File: src/ssw_regs.svh
`ifndef SSW_REGS_SVH
`define SSW_REGS_SVH

// ----------------------------------------------------------------------
// Clock and timing constants
// ----------------------------------------------------------------------
`define SSW_CLK_MHZ 100
`define SSW_GLITCH_NS 3000
`define SSW_GLITCH_CYC (`SSW_GLITCH_NS * `SSW_CLK_MHZ / 1000)
`define SSW_TD_MS 25
`define SSW_TD_CYC (`SSW_TD_MS * 1000 * `SSW_CLK_MHZ)
`define SSW_TOUT_GND_MS 250
`define SSW_TOUT_GND_CYC (`SSW_TOUT_GND_MS * 1000 * `SSW_CLK_MHZ)
`define SSW_TOUT_VDD_MS 2500
`define SSW_TOUT_VDD_CYC (`SSW_TOUT_VDD_MS * 1000 * `SSW_CLK_MHZ)
`define SSW_CAP_UNIT_US 6250
`define SSW_CAP_UNIT_CYC (`SSW_CAP_UNIT_US * `SSW_CLK_MHZ)

// ----------------------------------------------------------------------
// Window ratios in tenths (upper / lower)
// ----------------------------------------------------------------------
`define SSW_RAT_GND_R0 318
`define SSW_RAT_VDD_R0 320
`define SSW_RAT_CAP_R0 258
`define SSW_RAT_GND_R1 1249
`define SSW_RAT_VDD_R1 1277
`define SSW_RAT_CAP_R1 645

// Cap code strap width and reset value of the open-drain enable
`define SSW_CAP_CODE_W 12
`define SSW_OE_N_RST 1'b0

`endif

File: src/ssw_pkg.sv
package ssw_pkg;
    typedef enum logic [1:0] {SSW_ST_HOLD, SSW_ST_DELAY, SSW_ST_RUN} ssw_state_e;
    typedef enum logic [1:0] {SSW_TM_GND, SSW_TM_VDD, SSW_TM_CAP, SSW_TM_BAD} ssw_tmode_e;
    typedef logic [31:0] ssw_cnt_t;
endpackage

File: src/ssw_supervisor.sv
`timescale 1ns/1ps
`include "ssw_regs.svh"

// Notes on behaviour
// - Drive reset low once supply passes 1.1V
// - Hold reset while supply below trip level
// - Release reset 25 ms after supply recovers
// - Ignore supply excursions shorter than 3 us
// - Timeout pin selects 0.25 s, 2.5 s or (capCode+1) x 6.25 ms
// - Ratio pin low: ratios 31.8, 32, 25.8
// - Ratio pin high: ratios 124.9, 127.7, 64.5
// - Any kick edge services; timeout forces reset
// - Lower bound off until first rising kick
// - Early kick or no kick asserts reset
module ssw_supervisor
    import ssw_pkg::*;
#(
    parameter ssw_cnt_t TD_CYC = `SSW_TD_CYC,
    parameter ssw_cnt_t TOUT_GND_CYC = `SSW_TOUT_GND_CYC,
    parameter ssw_cnt_t TOUT_VDD_CYC = `SSW_TOUT_VDD_CYC,
    parameter ssw_cnt_t CAP_UNIT_CYC = `SSW_CAP_UNIT_CYC,
    parameter ssw_cnt_t LOW_GND_R0 = TOUT_GND_CYC * 10 / `SSW_RAT_GND_R0,
    parameter ssw_cnt_t LOW_VDD_R0 = TOUT_VDD_CYC * 10 / `SSW_RAT_VDD_R0,
    parameter ssw_cnt_t LOW_CAP_R0 = CAP_UNIT_CYC * 10 / `SSW_RAT_CAP_R0,
    parameter ssw_cnt_t LOW_GND_R1 = TOUT_GND_CYC * 10 / `SSW_RAT_GND_R1,
    parameter ssw_cnt_t LOW_VDD_R1 = TOUT_VDD_CYC * 10 / `SSW_RAT_VDD_R1,
    parameter ssw_cnt_t LOW_CAP_R1 = CAP_UNIT_CYC * 10 / `SSW_RAT_CAP_R1
)
(
    input wire logic sys_clk,
    input wire logic rst,
    input wire logic supplyPorOk,
    input wire logic supplyAboveTrip,
    input wire logic watchdogKickInput,
    input wire logic [1:0] timeoutSelectPin,
    input wire logic ratioSelectPin,
    input wire logic [`SSW_CAP_CODE_W-1:0] capCode,
    output logic resetPinOut,
    output logic resetPinOeN
);

    localparam logic [8:0] GLITCH_CYC = 9'(`SSW_GLITCH_CYC);
    // ------------------------------------------------------------------
    // Input synchronisers
    // ------------------------------------------------------------------
    logic porSync1_ff, porSync2_ff, supSync1_ff, supSync2_ff;
    logic kickSync1_ff, kickSync2_ff, kickPrev_ff;
    logic ratSync1_ff, ratSync2_ff;
    logic [1:0] tmSync1_ff, tmSync2_ff;
    logic [`SSW_CAP_CODE_W-1:0] capSync1_ff, capSync2_ff;
    logic kickEdge, kickRise;

    // Two flops per pin plus a kick history flop, first stage feeds only the second
    always_ff @(posedge sys_clk)
    begin
        porSync1_ff <= supplyPorOk;
        porSync2_ff <= porSync1_ff;
        supSync1_ff <= supplyAboveTrip;
        supSync2_ff <= supSync1_ff;
        kickSync1_ff <= watchdogKickInput;
        kickSync2_ff <= kickSync1_ff;
        kickPrev_ff <= kickSync2_ff;
        ratSync1_ff <= ratioSelectPin;
        ratSync2_ff <= ratSync1_ff;
        tmSync1_ff <= timeoutSelectPin;
        tmSync2_ff <= tmSync1_ff;
        capSync1_ff <= capCode;
        capSync2_ff <= capSync1_ff;
    end

    assign kickEdge = kickSync2_ff ^ kickPrev_ff;
    assign kickRise = kickSync2_ff & ~kickPrev_ff;

    // ------------------------------------------------------------------
    // Supply glitch filter
    // ------------------------------------------------------------------
    logic supFilt_ff, nxt_supFilt;
    logic [8:0] glitchCnt_ff, nxt_glitchCnt;

    always_comb
    begin
        nxt_supFilt = supFilt_ff;
        nxt_glitchCnt = 9'h000;
        if (supSync2_ff != supFilt_ff)
        begin
            if (glitchCnt_ff == GLITCH_CYC - 9'h001)
                nxt_supFilt = supSync2_ff;
            else
                nxt_glitchCnt = glitchCnt_ff + 9'h001;
        end
    end

    always_ff @(posedge sys_clk)
    begin
        if (rst)
        begin
            supFilt_ff <= 1'b0;
            glitchCnt_ff <= 9'h000;
        end
        else
        begin
            supFilt_ff <= nxt_supFilt;
            glitchCnt_ff <= nxt_glitchCnt;
        end
    end

    // ------------------------------------------------------------------
    // Window limits from straps
    // ------------------------------------------------------------------
    ssw_cnt_t upper_ff, lower_ff, nxt_upper, nxt_lower;
    ssw_cnt_t capUnits;

    always_comb
    begin
        capUnits = ssw_cnt_t'(capSync2_ff) + 32'h0000_0001;
        unique case (ssw_tmode_e'(tmSync2_ff))
            SSW_TM_VDD:
            begin
                nxt_upper = TOUT_VDD_CYC;
                nxt_lower = ratSync2_ff ? LOW_VDD_R1 : LOW_VDD_R0;
            end
            SSW_TM_CAP:
            begin
                nxt_upper = 32'(capUnits * CAP_UNIT_CYC);
                nxt_lower = 32'(capUnits * (ratSync2_ff ? LOW_CAP_R1 : LOW_CAP_R0));
            end
            default:
            begin
                nxt_upper = TOUT_GND_CYC;
                nxt_lower = ratSync2_ff ? LOW_GND_R1 : LOW_GND_R0;
            end
        endcase
    end

    always_ff @(posedge sys_clk)
    begin
        if (rst)
        begin
            upper_ff <= TOUT_GND_CYC;
            lower_ff <= LOW_GND_R0;
        end
        else
        begin
            upper_ff <= nxt_upper;
            lower_ff <= nxt_lower;
        end
    end

    // ------------------------------------------------------------------
    // Supervisor state machine and watchdog timer
    // ------------------------------------------------------------------
    ssw_state_e state_ff, nxt_state;
    ssw_cnt_t cnt_ff, nxt_cnt;
    logic lowerEn_ff, nxt_lowerEn, earlyKick;
    logic oeN_ff, nxt_oeN;
    assign earlyKick = lowerEn_ff && (cnt_ff < lower_ff);
    // Next state, service count and lower bound arming
    always_comb
    begin
        nxt_state = state_ff;
        nxt_cnt = cnt_ff;
        nxt_lowerEn = lowerEn_ff;
        unique case (state_ff)
            SSW_ST_HOLD:
            begin
                nxt_cnt = 32'h0000_0000;
                if (supFilt_ff)
                    nxt_state = SSW_ST_DELAY;
            end
            SSW_ST_DELAY:
            begin
                if (cnt_ff == TD_CYC - 32'h0000_0001)
                begin
                    nxt_state = SSW_ST_RUN;
                    nxt_cnt = 32'h0000_0000;
                    nxt_lowerEn = 1'b0;
                end
                else
                    nxt_cnt = cnt_ff + 32'h0000_0001;
            end
            SSW_ST_RUN:
            begin
                if (kickEdge)
                begin
                    nxt_cnt = 32'h0000_0000;
                    if (earlyKick)
                        nxt_state = SSW_ST_DELAY;
                    else if (kickRise)
                        nxt_lowerEn = 1'b1;
                end
                else if (cnt_ff >= upper_ff - 32'h0000_0001)
                begin
                    nxt_state = SSW_ST_DELAY;
                    nxt_cnt = 32'h0000_0000;
                end
                else
                    nxt_cnt = cnt_ff + 32'h0000_0001;
            end
        endcase
        if (!supFilt_ff)
        begin
            nxt_state = SSW_ST_HOLD;
            nxt_cnt = 32'h0000_0000;
        end
        nxt_oeN = !porSync2_ff || (nxt_state == SSW_ST_RUN);
    end

    always_ff @(posedge sys_clk)
    begin
        if (rst)
        begin
            state_ff <= SSW_ST_HOLD;
            cnt_ff <= 32'h0000_0000;
            lowerEn_ff <= 1'b0;
            oeN_ff <= `SSW_OE_N_RST;
        end
        else
        begin
            state_ff <= nxt_state;
            cnt_ff <= nxt_cnt;
            lowerEn_ff <= nxt_lowerEn;
            oeN_ff <= nxt_oeN;
        end
    end

    // Open-drain: level constant low, enable carries the reset
    always_ff @(posedge sys_clk)
    begin
        resetPinOut <= 1'b0;
    end
    assign resetPinOeN = oeN_ff;
endmodule

File: config.mk
export PLATFORM = sky130hd
export DESIGN_NAME = ssw_supervisor
export DESIGN_NICKNAME = d
export VERILOG_FILES = /design/src/ssw_pkg.sv /design/src/ssw_supervisor.sv
export VERILOG_INCLUDE_DIRS = /design/src
export SDC_FILE = /design/constraint.sdc
export NUM_CORES = 1
export LEC_CHECK = 0
export BUFFER_PORTS_ARGS = -buffer_cell sky130_fd_sc_hd__buf_4
export CAP_MARGIN = 10
export CORE_MARGIN = 8
export CORE_UTILIZATION = 25
export CTS_BUF_LIST = sky130_fd_sc_hd__clkbuf_4
export DETAILED_ROUTE_END_ITERATION = 7
export SETUP_SLACK_MARGIN = 0.5
export SLEW_MARGIN = 20
export SYNTH_ARGS = -nofsm -noshare
export SYNTH_HDL_FRONTEND = slang
export SYNTH_SLANG_ARGS = --single-unit
File: constraint.sdc
create_clock -name sys_clk -period 9.25 [get_ports sys_clk]
set_input_delay 0.4625 -clock sys_clk [delete_from_list [all_inputs] [get_ports sys_clk]]
set_output_delay 0.4625 -clock sys_clk [all_outputs]
set_load 0.02 [all_outputs]
Yosys cells after proc, flatten, opt, wreduce, memory -nomap -nowiden
Index checks and enable logic that the tools add are counted.
- flip-flop bits (word level): 147
- bits of input ports: 20
- output and inout port bits: 2
- word-level logic and storage cells: 75
- add/subtract/negate cells: 4
- multiply operators: 2
- $lt $le $gt $ge: 2
- equality and inequality tests: 12
- mux-type cells: 20
- bitwise operators: 5
- reduce and logical (&&, ||, !) cells: 9
- operators by type and width (kind ; number):
    two-way mux 32 bit ; 3
    case mux 32 bit (3 select lines) ; 1
    case mux 32 bit (2 select lines) ; 1
    case mux 28 bit (2 select lines) ; 1
    adder 32 x 1 -> 32 bit (second input constant) ; 1
    == test 32 x 22 -> 1 bit (second input constant) ; 1
    greater-or-equal comparator 32 bit ; 1
    < comparator 32 bit ; 1
    subtractor 32 x 1 -> 32 bit (second input constant) ; 1
    multiplier 13 x 17 -> 29 bit (second input constant) ; 1
    multiplier 13 x 15 -> 28 bit ; 1
    two-way mux 23 bit ; 1
    two-way mux 20 bit ; 1
    two-way mux 15 bit ; 1
    adder 12 x 1 -> 13 bit (second input constant) ; 1
    two-way mux 2 bit ; 5
    adder 9 x 1 -> 9 bit (second input constant) ; 1
    == test 9 bit (second input constant) ; 1
    != test 2 bit (second input constant) ; 4
    == test 2 bit (second input constant) ; 3
    case mux 2 bit (3 select lines) ; 1
    AND reduction 5 bit ; 1
    == test 2 x 1 -> 1 bit (second input constant) ; 2
    two-way mux 1 bit ; 4
    other kinds (13) ; 15

Depth between registers and ports, before layout
- word-level depth: 8
- depth in mapped cells: 27
- depth with buffers taken out: 26

Least setup slack after synthesis
No wires, ideal clock.
- path kind: register -> register
- from: register capSync2_ff[2]
- to: register upper_ff[27]
- setup time: 0.121 ns
- arrival: 6.336 ns
- required time: 9.129 ns
- slack: 2.793 ns
- stages on the path, launching flop included: 22
- buffers on the path: 0
- period minus slack after synthesis: 6.457 ns
- cells stage by stage: dfxtp_1 and3_1 and3_1 and4_1 nand4_1 xnor2_1 inv_1 ha_1 inv_1 fa_1 fa_1 fa_1 inv_1 fa_1 ha_1 a21oi_1 o21ai_0 o41a_2 a221oi_2 o21ai_0 o311ai_1 nand2_1
- longest elaborated chain between the ends: 3
- ends and longest elaborated chain (what ; RTL line ; RTL):
    start: declaration ; ssw_supervisor.sv:50 ; logic [`SSW_CAP_CODE_W-1:0] capSync1_ff, capSync2_ff;
    start signal: assignment ; ssw_supervisor.sv:68 ; capSync2_ff <= capSync1_ff;
    adder 12 x 1 -> 13 bit ; ssw_supervisor.sv:115 ; capUnits = ssw_cnt_t'(capSync2_ff) + 32'h0000_0001;
    multiplier 13 x 17 -> 29 bit ; ssw_supervisor.sv:124 ; nxt_upper = 32'(capUnits * CAP_UNIT_CYC);
    case mux 32 bit (2 select lines) ; ssw_supervisor.sv:116 ; unique case (ssw_tmode_e'(tmSync2_ff))
    end signal: assignment ; ssw_supervisor.sv:144 ; upper_ff <= nxt_upper;
    end: declaration ; ssw_supervisor.sv:110 ; ssw_cnt_t upper_ff, lower_ff, nxt_upper, nxt_lower;
Every way passes these cells.
A chain may end at the register's enable or synchronous reset.

Final worst setup path
- from: register capSync2_ff[3]
- to: register upper_ff[30]
Same word-level chain as after synthesis.

==> flow_summary.json <==
{
  "cts_max_path_buffers": 2,
  "powerDensity_mw_per_mm2": 259.3,
  "slew_violations": 0,
  "max-slew-margin-rel_pct": 28.18,
  "fin_skew_ps": 44.23,
  "synth_flop_cell": "dfxtp_1",
  "cts_htree_levels": 4,
  "drc": 0,
  "tns_ps": 0,
  "ys_seq_area_share_pct": 19.13,
  "period_share_pct": 77.83,
  "crit_family": "adder cells",
  "grt_max_degree": 32,
  "root_buffer": "clkbuf_4",
  "grt_pass1_vias": 11042,
  "worstSetupStartpointType": "flop",
  "rsz0062_at_grt": "no",
  "syn_avg_cell_area_um2": 9.197,
  "critPathMaxStageDelay_ps": 750,
  "synthDistinctLibCells": 71,
  "cp_slowest_cell": "xnor2_1",
  "layout_commonest_cell": "inv_1",
  "worstReg2RegEnd": "upper_ff[30]$_SDFF_PP0_",
  "drt-initial-drc-count": 440,
  "grt_pass1_wl_um": 56230,
  "vdd_drop_max_v": 0.0002030,
  "crit_top_cell": "fa_1",
  "p_leak_nw": 7.990,
  "syn_to_final_growth_pct": 10.25,
  "syn_inst": 1593,
  "core_mm2": 0.05781,
  "wl_per_cell_um": 14.22,
  "hold_ws_ps": 188.6,
  "clock_latency_ps": 620,
  "worst_slew_pin_slew_ps": 1070,
  "clkTransAtPathRegs_ps": 160,
  "p_total_mw": 4.188,
  "min-delay-start": "rst",
  "synth-async-reset-ratio_pct": 0,
  "crit_path_max_fanout": 9,
  "grt.overflow.total": 0,
  "initial_core_util_pct": 25.35,
  "post_cts_resized": 0,
  "mostFrequentLayoutCells": "inv_1, ha_1, fa_1",
  "gp_congestion": 0.8900,
  "fmax_mhz": 138.9,
  "cts_made_buffers": 17,
  "hold_violations": 0,
  "worstHoldPathCells": 2,
  "setup_viol": 0,
  "synth-edff-count": 0,
  "fin_nets": 2053,
  "path_buf_inv": 3,
  "vias": 10547,
  "period_minus_slack_ps": 7199,
  "r2r_start": "capSync2_ff[3]$_DFF_P_",
  "drv_cap": 0,
  "crit_path_end_kind": "flop",
  "io_buffers": 20,
  "nFillCells": 6075,
  "drive_above_1_share_pct": 5.311,
  "ios": 22,
  "drt_first_pass_iters": 5,
  "hp-class": "input port to flop",
  "ant_nets": 0,
  "dieArea_mm2": 0.06661,
  "cp_data_required_time_ps": 9750,
  "placementRows": 88,
  "antenna_found_initial": 1,
  "ys.warnings.count": 0,
  "arrival_ps": 7700,
  "vias_per_cell": 4.387,
  "status": "complete, no violations",
  "cts_sinks": 140,
  "r2r_cells": 22,
  "die_y_um": 258.1,
  "worst_slack_ps": 2051,
  "reg2reg_setup_slack_ps": 2050,
  "path_class": "flop to flop",
  "critical_path.cell_chain": "and3_1 > and3_1 > and4_1 > nand4_1 > xnor2_1 > inv_1 > ha_1 > inv_1 > fa_1 > fa_1 > fa_1 > inv_1 > fa_1 > ha_1 > a21oi_1 > nand2_1 > o41ai_2 > o211ai_1 > o41a_1 > a31oi_1 > xor2_1 > nor2_1",
  "die_width_um": 258.1,
  "ys_ff_latch": 140,
  "syn-cell-area_mm2": 0.01465,
  "tritoncts": "built",
  "place_ws_ps": 2046,
  "grt_usage_pct": 10.40,
  "place_hpwl_um": 29290,
  "wirelength_um": 34190,
  "hold_path_end": "lowerEn_ff$_SDFFE_PP0P_"
}
worst max-delay path by stage:
stage	from	end	slack [ps]	depth (start not counted)
finish	capSync2_ff[3]$_DFF_P_	upper_ff[30]$_SDFF_PP0_	2050	22
floorplan	capSync2_ff[2]$_DFF_P_	upper_ff[27]$_SDFF_PP0_	2790	21
CTS	capSync2_ff[2]$_DFF_P_	upper_ff[30]$_SDFF_PP0_	2020	22
detailed placement	capSync2_ff[2]$_DFF_P_	upper_ff[30]$_SDFF_PP0_	2050	22
global placement	capSync2_ff[2]$_DFF_P_	upper_ff[30]$_SDFF_PP0_	2240	22
global route	capSync2_ff[2]$_DFF_P_	upper_ff[27]$_SDFF_PP0_	1400	21
sequential cells by signal, indices dropped and copies added, names as in the netlist, 2 cells and up:
| signal | flops |
|---|---|
| lower_ff | 28 |
| upper_ff | 29 |
| cnt_ff | 32 |
| tmSync2_ff | 2 |
| capSync1_ff | 12 |
| glitchCnt_ff | 9 |
| capSync2_ff | 12 |
| state_ff | 2 |
| tmSync1_ff | 2 |
per-layer routing:
layer  part of all wire [%]  track usage (%)  wire [um]
met3                    3.8            1.833       1315
met2                     46            17.36      15770
met4                    2.6            3.406        878
met5                      0                0          0
met1                     47            13.49      16220
kinds of logic after synthesis:
group                    synth area share, %
adder cells (fa/ha/maj)                42.53
AND/OR/NAND/NOR                        12.84
buffers and inverters                  8.711
AO/OA/AOI/OAI                          9.607
flip-flops                             19.13
XOR/XNOR                               6.934
multiplexers                          0.2050
other                                0.05126
power by group:
group | internal [mW] | total (mW) | switching [mW]
logic | 1.30 | 3.09 | 1.78
registers | 0.654 | 0.687 | 0.0329
clock network | 0.168 | 0.415 | 0.247
total | 2.12 | 4.19 | 2.06
synthesized netlist by cell type (5+ instances only):
| cell | count | area (um2) |
|---|---|---|
| nand4_1 | 19 | 118.9 |
| nor4_1 | 6 | 37.54 |
| a31oi_1 | 7 | 43.79 |
| o21a_1 | 10 | 75.07 |
| clkbuf_1 | 32 | 120.1 |
| nor2_1 | 116 | 435.4 |
| o21ai_0 | 44 | 220.2 |
| or3_1 | 6 | 37.54 |
| nor2b_1 | 9 | 56.30 |
| nand2b_1 | 11 | 68.82 |
| fa_1 | 150 | 3003 |
| nand2_1 | 95 | 356.6 |
| inv_1 | 305 | 1145 |
| xnor2_1 | 62 | 543.0 |
| a21oi_1 | 46 | 230.2 |
| dfxtp_1 | 140 | 2803 |
| o211ai_1 | 5 | 37.54 |
| nor3_1 | 15 | 75.07 |
| a211oi_1 | 6 | 45.04 |
| or2_2 | 9 | 56.30 |
| and3_1 | 20 | 125.1 |
| a21o_1 | 44 | 330.3 |
| xor2_1 | 54 | 473.0 |
| nand3_1 | 43 | 215.2 |
| ha_1 | 258 | 3228 |
layout make-up:
type | instances | area [um2] | area share, %
Inverter | 306 | 1149 | 7.111
Clock buffer | 18 | 135.1 | 0.8366
Antenna cell | 1 | 2.502 | 0.01549
Tap cell | 765 | 957.2 | 5.926
Timing Repair Buffer | 43 | 367.9 | 2.277
Clock inverter | 14 | 155.1 | 0.9605
Multi-Input combinational cell | 1117 | 10580 | 65.52
Sequential cell | 140 | 2803 | 17.35
what timing repair did:
item / CTS / global route
setup buffers: 0 / 0
hold buffers: 18 / 0
hold endpoints to repair: 18 / 0
stage by stage:
stage	cells	util, %	instance area, um2
CTS	2403	27.94	16150
global placement	2353	27.13	15680
floorplan	1596	-	14660
detailed placement	2353	27.13	15680
finish	2404	27.94	16150
global route	2404	27.94	16150
Note: power is estimated with default switching activity, not from simulation.
